--- src/design/fld_regs.vh ---
// Purpose: Shared constants for the fieldbus status lamp driver.
// Assumes: 40 MHz system clock and a 32-bit register port.
// Notes:   Definitions only; included by bare name.
`ifndef FLD_REGS_VH
`define FLD_REGS_VH

// ============================================================
// Register offsets
// ============================================================
`define FLD_CTRL_ADDR       8'h00
`define FLD_STATUS_ADDR     8'h04
`define FLD_EVENT_ADDR      8'h08
`define FLD_TEST_ADDR       8'h0C

// ============================================================
// Control register fields and reset value
// ============================================================
`define FLD_CTRL_STAGE_LSB  0
`define FLD_CTRL_NMT_LSB    2
`define FLD_CTRL_SLAVE_BIT  4
`define FLD_CTRL_BAUD_BIT   5
`define FLD_CTRL_RESET      6'h00

// Boot stage codes.
`define FLD_STAGE_ROM       2'h0
`define FLD_STAGE_LOADER    2'h1
`define FLD_STAGE_OS        2'h2

// Node management state codes.
`define FLD_NMT_RESET       2'h0
`define FLD_NMT_PREOP       2'h1
`define FLD_NMT_OPER        2'h2
`define FLD_NMT_STOPPED     2'h3

// ============================================================
// Lamp test register fields
// ============================================================
`define FLD_TEST_EN_BIT     0
`define FLD_TEST_SYS_BIT    1
`define FLD_TEST_COMM_BIT   2
`define FLD_TEST_FAULT_BIT  3

// ============================================================
// Pattern codes
// ============================================================
`define FLD_PAT_OFF         3'h0
`define FLD_PAT_ON          3'h1
`define FLD_PAT_BLINK       3'h2
`define FLD_PAT_FLICKER     3'h3
`define FLD_PAT_SINGLE      3'h4
`define FLD_PAT_DOUBLE      3'h5

// ============================================================
// Timing
// ============================================================
`define FLD_CLK_KHZ         40000
`define FLD_TICK_MS         1
// Clock cycles per 1 ms tick at the 40 MHz clock.
`define FLD_TICK_CYCLES     16'h9C40
`define FLD_FLASH_MS        200
`define FLD_LONG_OFF_MS     1000
`define FLD_FLICKER_MS      50
// Step lengths in 1 ms ticks, sized to the generators' 11-bit step counter.
`define FLD_FLASH_TICKS     11'h0C8
`define FLD_LONG_OFF_TICKS  11'h3E8
`define FLD_FLICKER_TICKS   11'h032

`endif

--- src/design/fld_status_led.v ---
// Purpose: Drives the system, communication and fault lamps from device state.
// Assumes: Status inputs come from logic on sys_clk; software sets stages.
// Notes:   Lamps go dark during reset; every output is a flip-flop.
//          The divider runs free, so the first step after a change may lose one tick.
//          Boot stage code 3 leaves the system lamp dark.
//
// How it works
// - System lamp steady green while the operating system runs.
// - System lamp alternates green and yellow while the loader awaits firmware.
// - System lamp steady yellow while the ROM loader awaits the loader.
// - Communication lamp steady green in OPERATIONAL.
// - Communication lamp blinks green in PREOPERATIONAL.
// - Communication lamp single-flashes green in STOPPED.
// - Communication lamp off during reset or without configuration.
// - Slave auto baud detection flickers the communication lamp red and green.
// - Fault lamp single-flashes red at or above the warning level.
// - Fault lamp double-flashes red after a guarding or heartbeat event.
// - Fault lamp steady red while the controller is bus-off.
// - Fault lamp dark when no error is present.
// - Blinking is 200 ms on, 200 ms off, repeating.
// - Single flash is 200 ms on, then 1000 ms off.
// - Double flash is two 200 ms pulses, 200 ms gap, 1000 ms off.
// - Flickering is 50 ms on, 50 ms off, repeating.
`timescale 1ns/1ps
`include "fld_regs.vh"

module fld_status_led #(
    parameter [15:0] TICK_CYCLES = `FLD_TICK_CYCLES
) (
    // Clock, reset and enable
    input  wire        sys_clk,
    input  wire        rst_b,
    input  wire        clk_en,
    // Register port
    input  wire [7:0]  reg_addr,
    input  wire [31:0] reg_wr_data,
    input  wire        reg_wr_en,
    input  wire        reg_rd_en,
    output reg  [31:0] reg_rd_data,
    // CAN controller status
    input  wire        can_warn,
    input  wire        can_bus_off,
    input  wire        guard_event,
    input  wire        hb_event,
    // Lamps
    output reg         sys_green,
    output reg         sys_yellow,
    output reg         comm_green,
    output reg         comm_red,
    output reg         fault_red
);

    // ============================================================
    // Declarations
    // ============================================================
    reg  [1:0]  boot_stage;
    reg  [1:0]  nmt_state;
    reg         slave_role;
    reg         autobaud;
    reg         ctrl_event;
    reg  [3:0]  lamp_test;
    reg  [15:0] tick_cnt;
    reg         ms_tick;
    reg  [2:0]  sys_pat;
    reg  [2:0]  comm_pat;
    reg  [2:0]  fault_pat;
    reg         next_sys_green;
    reg         next_sys_yellow;
    reg         next_comm_green;
    reg         next_comm_red;
    reg         next_fault_red;
    reg  [31:0] next_rd_data;
    reg  [1:0]  shown_stage;
    reg         shown_flicker;
    wire [8:0]  pat_bus;
    wire [2:0]  lit_bus;
    wire [5:0]  phase_bus;
    wire        wr_ctrl;
    wire        wr_event;
    wire        wr_test;
    wire        flicker_on;

    assign wr_ctrl  = reg_wr_en && (reg_addr == `FLD_CTRL_ADDR);
    assign wr_event = reg_wr_en && (reg_addr == `FLD_EVENT_ADDR);
    assign wr_test  = reg_wr_en && (reg_addr == `FLD_TEST_ADDR);

    // ============================================================
    // Register writes
    // ============================================================
    always @(posedge sys_clk or negedge rst_b) begin
        if (!rst_b) begin
            boot_stage <= `FLD_STAGE_ROM;
            nmt_state  <= `FLD_NMT_RESET;
            slave_role <= 1'b0;
            autobaud   <= 1'b0;
            lamp_test  <= 4'h0;
        end else if (clk_en) begin
            // A control write replaces all four fields at once.
            if (wr_ctrl) begin
                boot_stage <= reg_wr_data[`FLD_CTRL_STAGE_LSB +: 2];
                nmt_state  <= reg_wr_data[`FLD_CTRL_NMT_LSB +: 2];
                slave_role <= reg_wr_data[`FLD_CTRL_SLAVE_BIT];
                autobaud   <= reg_wr_data[`FLD_CTRL_BAUD_BIT];
            end
            // Lamp test bits are held until software next writes the test register.
            if (wr_test) begin
                lamp_test <= reg_wr_data[3:0];
            end
        end
    end

    // Error-control event flag: a new event in the clearing cycle wins,
    // so a guard or heartbeat loss is never hidden by a late clear.
    always @(posedge sys_clk or negedge rst_b) begin
        if (!rst_b) begin
            ctrl_event <= 1'b0;
        end else if (clk_en) begin
            if (guard_event || hb_event) begin
                ctrl_event <= 1'b1;
            end else if (wr_event && reg_wr_data[0]) begin
                ctrl_event <= 1'b0;
            end
        end
    end

    // ============================================================
    // Register reads
    // ============================================================
    always @* begin
        next_rd_data = 32'h0000_0000;
        case (reg_addr)
            `FLD_CTRL_ADDR: begin
                next_rd_data[5:0] = {autobaud, slave_role, nmt_state, boot_stage};
            end
            `FLD_STATUS_ADDR: begin
                next_rd_data[4:0]   = {fault_red, comm_red, comm_green,
                                       sys_yellow, sys_green};
                next_rd_data[5]     = can_warn;
                next_rd_data[6]     = can_bus_off;
                next_rd_data[7]     = ctrl_event;
                next_rd_data[10:8]  = fault_pat;
                next_rd_data[13:11] = comm_pat;
                next_rd_data[16:14] = sys_pat;
                next_rd_data[22:17] = phase_bus;
            end
            `FLD_EVENT_ADDR: begin
                next_rd_data[0] = ctrl_event;
            end
            `FLD_TEST_ADDR: begin
                next_rd_data[3:0] = lamp_test;
            end
            // Unmapped addresses read as zero.
            default: begin
                next_rd_data = 32'h0000_0000;
            end
        endcase
    end

    // Read data is held only in the cycle after the strobe.
    always @(posedge sys_clk or negedge rst_b) begin
        if (!rst_b) begin
            reg_rd_data <= 32'h0000_0000;
        end else if (clk_en) begin
            if (reg_rd_en) begin
                reg_rd_data <= next_rd_data;
            end else begin
                reg_rd_data <= 32'h0000_0000;
            end
        end
    end

    // ============================================================
    // Millisecond tick
    // ============================================================
    // One shared divider keeps all three lamps in step with each other.
    // A tick is one clock wide, so every generator sees it exactly once.
    always @(posedge sys_clk or negedge rst_b) begin
        if (!rst_b) begin
            tick_cnt <= 16'h0000;
            ms_tick  <= 1'b0;
        end else if (clk_en) begin
            if (tick_cnt == TICK_CYCLES - 16'h0001) begin
                tick_cnt <= 16'h0000;
                ms_tick  <= 1'b1;
            end else begin
                tick_cnt <= tick_cnt + 16'h0001;
                ms_tick  <= 1'b0;
            end
        end
    end

    // ============================================================
    // Pattern selection
    // ============================================================
    always @* begin
        case (boot_stage)
            `FLD_STAGE_OS: sys_pat = `FLD_PAT_ON;
            `FLD_STAGE_LOADER: sys_pat = `FLD_PAT_BLINK;
            `FLD_STAGE_ROM: sys_pat = `FLD_PAT_ON;
            default: sys_pat = `FLD_PAT_OFF;
        endcase
    end

    // Flicker belongs to the slave role and then overrides the node state.
    assign flicker_on = slave_role && autobaud;

    always @* begin
        if (flicker_on) begin
            comm_pat = `FLD_PAT_FLICKER;
        end else begin
            case (nmt_state)
                `FLD_NMT_OPER: comm_pat = `FLD_PAT_ON;
                `FLD_NMT_PREOP: comm_pat = `FLD_PAT_BLINK;
                `FLD_NMT_STOPPED: comm_pat = `FLD_PAT_SINGLE;
                default: comm_pat = `FLD_PAT_OFF;
            endcase
        end
    end

    // A lower fault shows again as soon as a higher one clears, since
    // the selection is recomputed from the live inputs every cycle.
    always @* begin
        if (can_bus_off) begin
            fault_pat = `FLD_PAT_ON;
        end else if (ctrl_event) begin
            fault_pat = `FLD_PAT_DOUBLE;
        end else if (can_warn) begin
            fault_pat = `FLD_PAT_SINGLE;
        end else begin
            fault_pat = `FLD_PAT_OFF;
        end
    end

    assign pat_bus = {fault_pat, comm_pat, sys_pat};

    // ============================================================
    // Pattern generators
    // ============================================================
    // Index 0 drives the system lamp, 1 the communication lamp, 2 the fault lamp.
    genvar ch;
    generate
        for (ch = 0; ch < 3; ch = ch + 1) begin : gen_lamp
            fld_pattern u_pat (
                .sys_clk   (sys_clk),
                .rst_b     (rst_b),
                .clk_en    (clk_en),
                .ms_tick   (ms_tick),
                .pattern   (pat_bus[3*ch +: 3]),
                .lit       (lit_bus[ch]),
                .phase_now (phase_bus[2*ch +: 2])
            );
        end
    endgenerate

    // ============================================================
    // Colour alignment
    // ============================================================
    // A generator loads a new pattern one edge after the selection moves.
    // The colour choice follows the same delayed copy, so a stale dark
    // step of the old pattern never shows one cycle of the second colour.
    // The output timing stays two cycles from the change.
    always @(posedge sys_clk or negedge rst_b) begin
        if (!rst_b) begin
            shown_stage   <= `FLD_STAGE_ROM;
            shown_flicker <= 1'b0;
        end else if (clk_en) begin
            shown_stage   <= boot_stage;
            shown_flicker <= flicker_on;
        end
    end

    // ============================================================
    // Lamp colours
    // ============================================================
    // The dark step of a two-colour pattern lights the second colour,
    // which gives the alternating green/yellow and red/green displays.
    always @* begin
        next_sys_green  = 1'b0;
        next_sys_yellow = 1'b0;
        case (shown_stage)
            `FLD_STAGE_OS: begin
                next_sys_green = lit_bus[0];
            end
            `FLD_STAGE_LOADER: begin
                next_sys_green  = lit_bus[0];
                next_sys_yellow = ~lit_bus[0];
            end
            `FLD_STAGE_ROM: begin
                next_sys_yellow = lit_bus[0];
            end
            default: begin
                next_sys_green = 1'b0;
            end
        endcase
        next_comm_green = lit_bus[1];
        next_comm_red   = shown_flicker & ~lit_bus[1];
        next_fault_red  = lit_bus[2];
        // Lamp test lets software check each lamp by eye during bring-up.
        if (lamp_test[`FLD_TEST_EN_BIT]) begin
            next_sys_green  = lamp_test[`FLD_TEST_SYS_BIT];
            next_sys_yellow = 1'b0;
            next_comm_green = lamp_test[`FLD_TEST_COMM_BIT];
            next_comm_red   = 1'b0;
            next_fault_red  = lamp_test[`FLD_TEST_FAULT_BIT];
        end
    end

    // Registered lamps keep decode glitches off the pins.
    always @(posedge sys_clk or negedge rst_b) begin
        if (!rst_b) begin
            sys_green  <= 1'b0;
            sys_yellow <= 1'b0;
            comm_green <= 1'b0;
            comm_red   <= 1'b0;
            fault_red  <= 1'b0;
        end else if (clk_en) begin
            sys_green  <= next_sys_green;
            sys_yellow <= next_sys_yellow;
            comm_green <= next_comm_green;
            comm_red   <= next_comm_red;
            fault_red  <= next_fault_red;
        end
    end

endmodule

--- src/design/fld_pattern.v ---
// Purpose: One lamp pattern generator paced by a millisecond tick.
// Assumes: ms_tick is a one-cycle pulse from the same clock.
// Notes:   Except in the steady on and off patterns, phase 0 is a lit step and odd phases are dark.
`timescale 1ns/1ps
`include "fld_regs.vh"

module fld_pattern (
    // Clock and reset
    input  wire       sys_clk,
    input  wire       rst_b,
    input  wire       clk_en,
    // Timing and selection
    input  wire       ms_tick,
    input  wire [2:0] pattern,
    // Result
    output wire       lit,
    output wire [1:0] phase_now
);

    reg  [2:0]  cur_pat;
    reg  [1:0]  phase;
    reg  [10:0] count;
    wire [10:0] step_len;
    wire [1:0]  last_phase;

    // ============================================================
    // Step lengths
    // ============================================================
    function [10:0] dur;
        input [2:0] pat;
        input [1:0] ph;
        begin
            if (pat == `FLD_PAT_FLICKER) begin
                dur = `FLD_FLICKER_TICKS;
            end else if (pat == `FLD_PAT_SINGLE && ph == 2'h1) begin
                dur = `FLD_LONG_OFF_TICKS;
            end else if (pat == `FLD_PAT_DOUBLE && ph == 2'h3) begin
                dur = `FLD_LONG_OFF_TICKS;
            end else begin
                dur = `FLD_FLASH_TICKS;
            end
        end
    endfunction

    assign step_len   = dur(cur_pat, phase);
    assign last_phase = (cur_pat == `FLD_PAT_DOUBLE) ? 2'h3 : 2'h1;

    // ============================================================
    // Phase sequencer
    // ============================================================
    always @(posedge sys_clk or negedge rst_b) begin
        if (!rst_b) begin
            cur_pat <= `FLD_PAT_OFF;
            phase   <= 2'h0;
            count   <= 11'h000;
        end else if (clk_en) begin
            if (pattern != cur_pat) begin
                cur_pat <= pattern;
                phase   <= 2'h0;
                count   <= 11'h000;
            end else if (ms_tick) begin
                if (count == step_len - 11'h001) begin
                    count <= 11'h000;
                    if (phase == last_phase) begin
                        phase <= 2'h0;
                    end else begin
                        phase <= phase + 2'h1;
                    end
                end else begin
                    count <= count + 11'h001;
                end
            end
        end
    end

    assign lit = (cur_pat == `FLD_PAT_ON) ? 1'b1 :
                 (cur_pat == `FLD_PAT_OFF) ? 1'b0 : ~phase[0];
    assign phase_now = phase;

endmodule

--- config.mk ---
export PLATFORM = sky130hd
export DESIGN_NAME = fld_status_led
export DESIGN_NICKNAME = d
export VERILOG_FILES = /design/src/design/fld_status_led.v /design/src/design/fld_pattern.v
export VERILOG_INCLUDE_DIRS = /design/src /design/src/design
export SDC_FILE = /design/constraint.sdc
export NUM_CORES = 1
export LEC_CHECK = 0
export ABC_AREA = 0
export BUFFER_PORTS_ARGS = -buffer_cell sky130_fd_sc_hd__buf_2
export CORE_ASPECT_RATIO = 0.8
export CORE_MARGIN = 2
export CORE_UTILIZATION = 25
export DETAILED_ROUTE_END_ITERATION = 6
export GPL_TIMING_DRIVEN = 0
export PLACE_DENSITY = 0.44
export SLEW_MARGIN = 30
export SYNTH_ARGS = -nofsm -noshare
export SYNTH_HDL_FRONTEND = slang
export SYNTH_SLANG_ARGS = --single-unit
--- constraint.sdc ---
create_clock -name sys_clk -period 2 [get_ports sys_clk]
set_clock_uncertainty 0.15 [all_clocks]
set_input_delay 0.2 -clock sys_clk [delete_from_list [all_inputs] [get_ports sys_clk]]
set_output_delay 0.2 -clock sys_clk [all_outputs]
set_load 0.01 [all_outputs]
==> results.json, run 1 <==
{
  "htree_levels": 3,
  "syn_area_um2": 5406,
  "vias": 4380,
  "wire_per_inst_um": 15.49,
  "synthTopCellsByArea": "dfrtp_1 48%, mux2_2 4.2%, a22o_1 3.9%, nor2_1 3.5%, nand2_1 3.1%",
  "numCtsBuffers": 9,
  "io_buffer_count": 47,
  "grtUsageTotal_pct": 13.14,
  "nets": 699,
  "fp-row-count": 48,
  "slew_violations": 0,
  "layoutNonFillerInstCount": 920,
  "syn_to_final_growth_pct": 28.93,
  "die_w_um": 168.4,
  "synth_most_common_cell": "dfrtp_1",
  "synth_top_area_share_pct": 47.67,
  "max_stage_delay_ns": 0.51,
  "slew_headroom_pct": 53.06,
  "yosys_most_used_dff": "dfrtp_1",
  "dr_wl_met3_um": 586,
  "critPathKind": "reg -> reg",
  "cts_max_path_buffers": 2,
  "worst_slack_ns": -0.2500,
  "holdCritPathClass": "in -> reg",
  "synth_seq_cells": 103,
  "diodes": 0,
  "clkLatencyLatePin_ns": 0.36,
  "cap_viol_max_count": 0,
  "synth_edf_count": 0,
  "path_clk_slew_ns": 0.07,
  "wirelength_mm": 14.25,
  "numClockSinks": 103,
  "antenna_found_initial": 0,
  "grt_max_degree": 68,
  "worstSetupStartpointType": "flop",
  "crit_path_end_kind": "flop",
  "layout_min_cycle_time_ns": 2.250,
  "outcome": "finished, violations left",
  "dieArea_um2": 22830,
  "drt-initial-drc-count": 256,
  "synth_top_area_cell": "dfrtp_1",
  "power_density_nw_per_um2": 770.5,
  "initial_core_util_pct": 25.29,
  "tightest_slew_ns": 0.7041,
  "finalSetupViolCount": 14,
  "wl_met1_mm": 7.217,
  "ir_drop_mv": 0.3821,
  "yosysWarnings": 0,
  "hold_viol_final": 0,
  "first_pass_iters": 6,
  "dp_cells": 867,
  "rsz0062_at_grt": "yes",
  "top_layer": "met4",
  "cts_tree": "built",
  "worstPathCellList": "or4_4 > a311o_1 > a31oi_4 > nand4b_1 > xor2_1 > nor2_1",
  "die_height_um": 135.5,
  "ant_nets": 0,
  "io-pin-count": 86,
  "grt_overflow": 0,
  "place.gp.congestion": 0.7782,
  "grt_pass1_vias": 4273,
  "core_um2": 21380,
  "grt_pass1_wl_mm": 23.38,
  "hpwl_mm": 9.915,
  "finalCritPeriodShare_pct": 112.5,
  "tns_ns": -2.650,
  "vias_per_cell": 4.761,
  "fmax_ghz": 0.4444,
  "drive_gt1_share_pct": 30.39,
  "avgSynthCellArea_um2": 10.12,
  "synthCells": 534,
  "violations": "negative setup slack",
  "wl_met2_mm": 6.289,
  "synth-seq-area-share_pct": 47.67,
  "synthArstFlopShare_pct": 100.0,
  "synthTopCellsByCount": "103 x dfrtp_1, 50 x nor2_1, 44 x nand2_1",
  "p_leak_nw": 3.139,
  "drc": 0,
  "worstPathMaxFanout": 6,
  "crit_slowest_cell": "or4_4",
  "cp.required_ns": 2.09,
  "cp.arrival_ns": 2.34,
  "root_buffer": "clkbuf_16",
  "ys_types": 68
}
[flip-flops by register name, indices dropped and copies added (netlist names)]
register / flops
comm_green: 1
reg_rd_data: 21
boot_stage: 2
autobaud: 1
fault_red: 1
lamp_test: 4
ms_tick: 1
tick_cnt: 16
nmt_state: 2
sys_yellow: 1
comm_red: 1
gen_lamp.u_pat.count: 33
sys_green: 1
shown_flicker: 1
shown_stage: 2
ctrl_event: 1
slave_role: 1
gen_lamp.u_pat.cur_pat: 7
gen_lamp.u_pat.phase_now: 6
[power breakdown]
group / internal [mW] / switching (mW)
clock: 1.29 / 0.806
combinational: 0.434 / 0.427
sequential: 2.24 / 0.175
[layout make-up]
cell class,count,area (um2)
plain buffers,30,206.4
clock buffers,11,252.7
clock inverters,5,103.9
fillers,2215,14410
inverters,12,45.04
multi-input cells,393,2806
flip-flops and latches,103,2591
well taps,275,344.1
repair buffers,91,620.6
[worst max-delay path, delay by kind of cell, from the launching register on]
family / cells / cell delay (ns)
AND/OR/NAND/NOR: 3 / 0.74
AO/OA/AOI/OAI: 2 / 0.66
flip-flops: 1 / 0.43
XOR/XNOR: 1 / 0.15
[metal layers]
layer  up-vias  global-route usage (%)
met5         -                       0
met4         0                   2.921
met3        15                   3.681
met2        74                   20.16
met1      2176                   18.47
li1       2115                       -
[through the flow]
step           total power, mW  worst slack (ns)  utilization, %  hold WS [ns]  instance area (um2)
2_1_floorplan            2.878           -0.1227               -       -0.2456                 5525
3_5_place_dp             3.129           -0.3536           28.71      -0.01460                 6138
6_report                 5.371           -0.2500           32.60       0.04943                 6970
5_1_grt                  5.651           -0.3474           32.60       0.05154                 6970
3_3_place_gp             3.102           -0.6625           28.55        0.2886                 6105
4_1_cts                  5.370           -0.2711           31.97       0.04048                 6835
[path summary, 6_finish.rpt]
check                                startpoint                     endpoint  slack [ns]  cells after the start
worst max-delay path               nmt_state[1]  gen_lamp[1].u_pat.count[10]       -0.25                      6
worst min-delay path                can_bus_off               reg_rd_data[6]        0.05                      2
worst min register to register  reg_rd_data[13]              reg_rd_data[13]        0.33                      1
max in group asynchronous                 rst_b   gen_lamp[0].u_pat.count[7]        0.84                      3
worst max register to register     nmt_state[1]  gen_lamp[1].u_pat.count[10]       -0.25                      6
min in group asynchronous                 rst_b              reg_rd_data[13]        0.16                      2
[repair_timing]
item                       in CTS  in global routing
hold buffers                   10                  0
setup endpoints to repair      39                 42
setup buffers                  23                  9
gates cloned                    1                  0
hold endpoints to repair       51                  0
pin swaps                      15                 20
gates resized for setup        35                 32
[layout by cell type, fill, tap and decap left out, types with 8 or more instances in the layout]
cell type	instances
clkbuf_16	9
and3_1	12
nor3_1	11
nand4_1	12
nand3_1	18
inv_1	9
nor2b_1	13
mux2_2	14
o21ai_0	22
xnor2_1	15
o2bb2ai_1	10
xor2_1	11
nor2_1	47
a22o_1	24
clkbuf_1	8
nand2_1	41
buf_2	47
dfrtp_2	11
dlygate4sd3_1	10
o21ai_1	10
buf_4	44
conb_1	11
dfrtp_1	92
a21oi_1	11
[cell families after synthesis]
| family | synth area share [%] |
|---|---|
| and+or+nand+nor | 20.04 |
| AOI/OAI and AO/OA | 14.72 |
| DFF | 47.67 |
| buffers and inverters | 4.490 |
| muxes | 6.480 |
| xor gates and xnor gates | 4.212 |
| adders and majority gates | 2.314 |
| other | 0.06936 |
Note: power is estimated with default switching activity, not from simulation.
==> run 2, diff against run 1 <==
CORE_MARGIN = 8   (was 2)
==> run 2 against run 1 <==
Effect of this change:
- highest routed layer is now met5
- critical path type unchanged
- non-clock buffer count decreased by 1
- wire length increased by 2.9%
- register-to-register slack improved by 0.04 ns
- sequential share of layout area decreased by 0.089 points
- the run still ends with negative setup slack left
==> results.json, run 2 (synthesized netlist as in run 1, its figures left out) <==
{
  "power.total_mw": 5.338,
  "io_buffer_count": 47,
  "tightest_slew_ns": 0.6843,
  "syn_to_final_growth_pct": 29.11,
  "final_cell_mix": "94 x dfrtp_1, 47 x buf_2, 44 x nor2_1",
  "cp.required_ns": 2.10,
  "drive_gt1_share_pct": 30.37,
  "grt_overflow": 0,
  "wirelength_mm": 14.67,
  "worst_slack_ns": -0.2134,
  "whs_endpoint": "tick_cnt[2]",
  "worstReg2RegStart": "nmt_state[1]",
  "grtUsageTotal_pct": 11.21,
  "place_area_um2": 6138,
  "fp-row-count": 48,
  "antenna_found_initial": 1,
  "power_density_nw_per_um2": 764.7,
  "tns_ns": -1.899,
  "die_w_um": 180.4,
  "p_leak_nw": 3.130,
  "nets": 698,
  "clkLatencyLatePin_ns": 0.36,
  "die_height_um": 147.5,
  "dieArea_um2": 26620,
  "final_common_cell": "dfrtp_1",
  "numCtsBuffers": 9,
  "outcome": "finished, violations left",
  "startpoint": "nmt_state[1]",
  "worstPathMaxFanout": 6,
  "grt_max_degree": 67,
  "r2r_cells": 6,
  "crit_path_end_kind": "flop",
  "grt_pass1_vias": 4285,
  "finalSetupViolCount": 14,
  "holdCritPathClass": "in -> reg",
  "violations": "negative setup slack",
  "drc": 0,
  "hold_path_depth": 3,
  "fill_cells": 2243,
  "fmax_ghz": 0.4518,
  "cp.arrival_ns": 2.31,
  "root_buffer": "clkbuf_16",
  "critPathKind": "reg -> reg",
  "worstSetupStartpointType": "flop",
  "place.gp.congestion": 0.7642,
  "fin_util_pct": 32.65,
  "core_um2": 21380,
  "slew_violations": 0,
  "initial_core_util_pct": 25.29,
  "detailedPlace.worstSlack_ns": -0.4109,
  "hold_viol_final": 0,
  "vias_per_cell": 4.734,
  "top_regs": "gen_lamp.u_pat.count x33, reg_rd_data x21, tick_cnt x16",
  "vias": 4341,
  "met3_usage_pct": 2.919,
  "io-pin-count": 86,
  "use_met2_pct": 17.39,
  "finish.instance_area_um2": 6980,
  "wire_per_inst_um": 15.99,
  "cts_tree": "built",
  "rsz0062_at_grt": "yes",
  "grt.met1_usage_pct": 15.01,
  "finalCritPeriodShare_pct": 110.7,
  "diodes": 0,
  "htree_levels": 3,
  "ir_drop_mv": 0.3867,
  "grt_pass1_wl_mm": 23.81,
  "top_register": "gen_lamp.u_pat.count",
  "worstHoldStart": "clk_en",
  "cts_max_path_buffers": 2,
  "layout_min_cycle_time_ns": 2.213,
  "path_clk_slew_ns": 0.07,
  "ant_nets": 0,
  "largest_register_ffs": 33,
  "first_pass_iters": 4,
  "drt-initial-drc-count": 320,
  "cap_viol_max_count": 0,
  "reg2reg_to": "gen_lamp[1].u_pat.count[10]",
  "hpwl_mm": 10.33,
  "grt.busiest_layer": "met2",
  "numClockSinks": 103,
  "slew_headroom_pct": 54.38,
  "reg2reg_slack_ns": -0.21
}
## run 2: timing repair
action / in CTS / in global routing
hold endpoints to repair: 63 / 0
setup endpoints to repair: 37 / 42
hold buffers: 10 / 0
pin swaps: 9 / 12
resized for setup: 32 / 37
setup buffers: 19 / 11
## run 2: critical path: stages (launching register included)
cell and delay (ns):
dfrtp_2 0.43, or4bb_1 0.49, a311o_1 0.41, a31oi_4 0.26, nand4b_1 0.17, xor2_1 0.15
nor2_1 0.05
## run 2: worst max-delay path by stage
stage	to	slack (ns)	depth (start not counted)
floorplan	gen_lamp[1].u_pat.count[10]	-0.12	7
global placement	gen_lamp[0].u_pat.count[7]	-0.68	1
detailed placement	gen_lamp[0].u_pat.count[0]	-0.41	5
CTS	gen_lamp[1].u_pat.count[10]	-0.26	6
global route	gen_lamp[1].u_pat.count[10]	-0.30	7
finish	gen_lamp[1].u_pat.count[10]	-0.21	6
## run 2: cell type report
class                      count  area, um2  share of cell area (%)
buffer                        32      224.0                   3.208
clock buffer                  10      239.0                   3.424
clock inverter                 4      95.09                   1.362
inverter                      12      45.04                  0.6453
multi-input combinational    393       2846                   40.78
sequential                   103       2589                   37.09
tap                          275      344.1                   4.929
timing repair buffer          88      598.1                   8.568
## run 2: report_power, final
| part | switching (mW) | leakage, nW | internal, mW | total [mW] |
|---|---|---|---|---|
| clock | 0.785 | 0.164 | 1.24 | 2.03 |
| combinational | 0.439 | 1.60 | 0.454 | 0.893 |
| sequential | 0.185 | 1.36 | 2.23 | 2.42 |
## run 2: through the flow
stage,cells,hold WS [ns]
detailed placement,867,-0.02377
CTS,907,0.03260
finish,917,0.04329
global route,917,0.05133
floorplan,544,-0.2456
global placement,866,0.2949
## run 2: metal layers
metal  up-vias  wire length (um)  share of wire [%]
met4         2               189                1.3
met3        14               571                3.9
met5         -                13              0.089
li1       2111                 -                  -
met1      2137              7230                 49
met2        77              6661                 45
==> run 3, diff against run 2 <==
CORE_MARGIN = default   (was 8)
CORE_UTILIZATION = 29   (was 25)
PLACE_DENSITY = 0.49   (was 0.44)
RECOVER_POWER = 25   (was default)
==> run 3 against run 2 <==
Effect of this change:
- the flow still finishes with violations (negative setup slack)
- utilization is 5.3 points higher
- combinational power about the same
- non-clock buffer count up 1
- die area is 28% lower
- hold slack gained 0.016 ns
- sequential power barely moved
- wire length fell by 1.8%
- sequential cell count unchanged
==> results.json, run 3 (synthesized netlist as in run 1, its figures left out) <==
{
  "fin_util_pct": 37.94,
  "layout_min_cycle_time_ns": 2.256,
  "top_regs": "gen_lamp.u_pat.count x33, reg_rd_data x21, tick_cnt x16",
  "cap_viol_max_count": 0,
  "r2r_cells": 7,
  "first_pass_iters": 4,
  "syn_to_final_growth_pct": 27.89,
  "antenna_found_initial": 0,
  "cts_tree": "built",
  "hold_viol_final": 0,
  "dieArea_um2": 19200,
  "dp_cells": 845,
  "fill_cells": 1842,
  "tightest_slew_ns": 0.9404,
  "initial_core_util_pct": 29.67,
  "hpwl_mm": 9.724,
  "grt_pass1_wl_mm": 23.40,
  "grt_overflow": 0,
  "outcome": "finished, violations left",
  "worst_slack_ns": -0.2562,
  "grt_max_degree": 69,
  "vias": 4392,
  "grtUsageTotal_pct": 15.82,
  "die_w_um": 154.7,
  "clkLatencyLatePin_ns": 0.35,
  "place.gp.congestion": 0.7748,
  "drive_gt1_share_pct": 29.86,
  "io_buffer_count": 47,
  "whs_ns": 0.05975,
  "cts_max_path_buffers": 2,
  "cp.required_ns": 2.08,
  "crit_slowest_cell": "or4bb_1",
  "ant_nets": 0,
  "htree_levels": 3,
  "power_density_nw_per_um2": 731.5,
  "p_leak_nw": 3.111,
  "core_um2": 18220,
  "root_buffer": "clkbuf_16",
  "fmax_ghz": 0.4432,
  "fp-row-count": 44,
  "final_cell_mix": "97 x dfrtp_1, 48 x buf_2, 45 x nor2_1",
  "worstPathCellList": "or4bb_1 > a311o_1 > a31oi_4 > buf_4 > nor3_2 > xnor2_1 > nor2_1",
  "layoutNonFillerInstCount": 896,
  "wire_per_inst_um": 16.07,
  "drc": 0,
  "io-pin-count": 86,
  "cp_top_family": "compound AO/OA/AOI/OAI gates",
  "max_stage_delay_ns": 0.50,
  "diodes": 0,
  "wirelength_mm": 14.40,
  "worstPathMaxFanout": 6,
  "grt_pass1_vias": 4342,
  "nets": 699,
  "cp.arrival_ns": 2.34,
  "vias_per_cell": 4.902,
  "ir_drop_mv": 0.4127,
  "critPathKind": "reg -> reg",
  "final_common_cell": "dfrtp_1",
  "path_clk_slew_ns": 0.07,
  "largest_register_ffs": 33,
  "slew_violations": 0,
  "finalSetupViolCount": 14,
  "numClockSinks": 103,
  "holdCritPathClass": "in -> reg",
  "drt-initial-drc-count": 241,
  "violations": "negative setup slack",
  "crit_path_end_kind": "flop",
  "slew_headroom_pct": 37.31,
  "die_height_um": 124.1,
  "hold_path_depth": 3,
  "rsz0062_at_grt": "yes",
  "crit_cells": 7,
  "finalCritPeriodShare_pct": 112.8,
  "worstSetupStartpointType": "flop",
  "top_register": "gen_lamp.u_pat.count",
  "numCtsBuffers": 9,
  "crit_buf_inv": 1
}
run 3: changes by cell type in the layout (fill, tap and decap cells not counted), moves of 3 or more:
cell	delta
buf_6	-3
dfrtp_1	+3
dfrtp_2	-3
nor2_2	-3
run 3: worst paths after layout:
check / end / from / slack (ns)
max reg2reg: gen_lamp[1].u_pat.count[6] / nmt_state[1] / -0.26
max: gen_lamp[1].u_pat.count[6] / nmt_state[1] / -0.26
max in group asynchronous: gen_lamp[1].u_pat.cur_pat[1] / rst_b / 0.28
min in group asynchronous: tick_cnt[13] / rst_b / 0.38
min reg2reg: reg_rd_data[13] / reg_rd_data[13] / 0.34
min: reg_rd_data[5] / reg_addr[3] / 0.06
run 3: repair_timing:
item,in CTS,in global routing
setup buffers,25,7
endpoints found under the hold margin,47,0
setup endpoints to repair,38,43
pin swaps,14,13
resized for setup,28,37
hold buffers,10,0
run 3: per-stage QoR:
step | total power [mW] | setup slack [ns] | area [um2] | setup TNS (ns)
after floorplan | 2.878 | -0.1227 | 5525 | -0.7950
after CTS | 5.020 | -0.2482 | 6750 | -2.374
after global routing | 5.356 | -0.3162 | 6914 | -4.515
final | 5.058 | -0.2562 | 6914 | -2.238
after detailed placement | 3.132 | -0.3505 | 6111 | -11.01
after global placement | 3.092 | -0.6567 | 6077 | -76.71
run 3: worst reg2reg max path, cell delays in order (launching register included):
cell and delay [ns]:
dfrtp_1 0.42, or4bb_1 0.50, a311o_1 0.40, a31oi_4 0.26
buf_4 0.16, nor3_2 0.04, xnor2_1 0.15, nor2_1 0.07
run 3: area by class of cell:
class / count / area [um2] / share of cell area [%]
multi-input combinational: 393 / 2867 / 41.46
tap: 253 / 316.6 / 4.578
clock inverter: 5 / 60.06 / 0.8686
timing repair buffer: 90 / 606.8 / 8.777
sequential: 103 / 2585 / 37.39
buffer: 31 / 209.0 / 3.022
inverter: 12 / 45.04 / 0.6515
clock buffer: 9 / 225.2 / 3.257
run 3: report_power, final:
group | internal, mW | switching, mW | total (mW)
clock | 0.961 | 0.786 | 1.75
sequential | 2.23 | 0.185 | 2.42
combinational | 0.445 | 0.447 | 0.892
total | 3.64 | 1.42 | 5.06
run 3: layer usage:
metal  track usage (%)  vias to the layer above  share of wire (%)
met1             22.29                     2199                 51
met5                 0                        -                  0
met2             24.72                       70                 45
met4             4.332                        0               0.56
li1                  -                     2117                  -
met3             3.166                        6                2.8
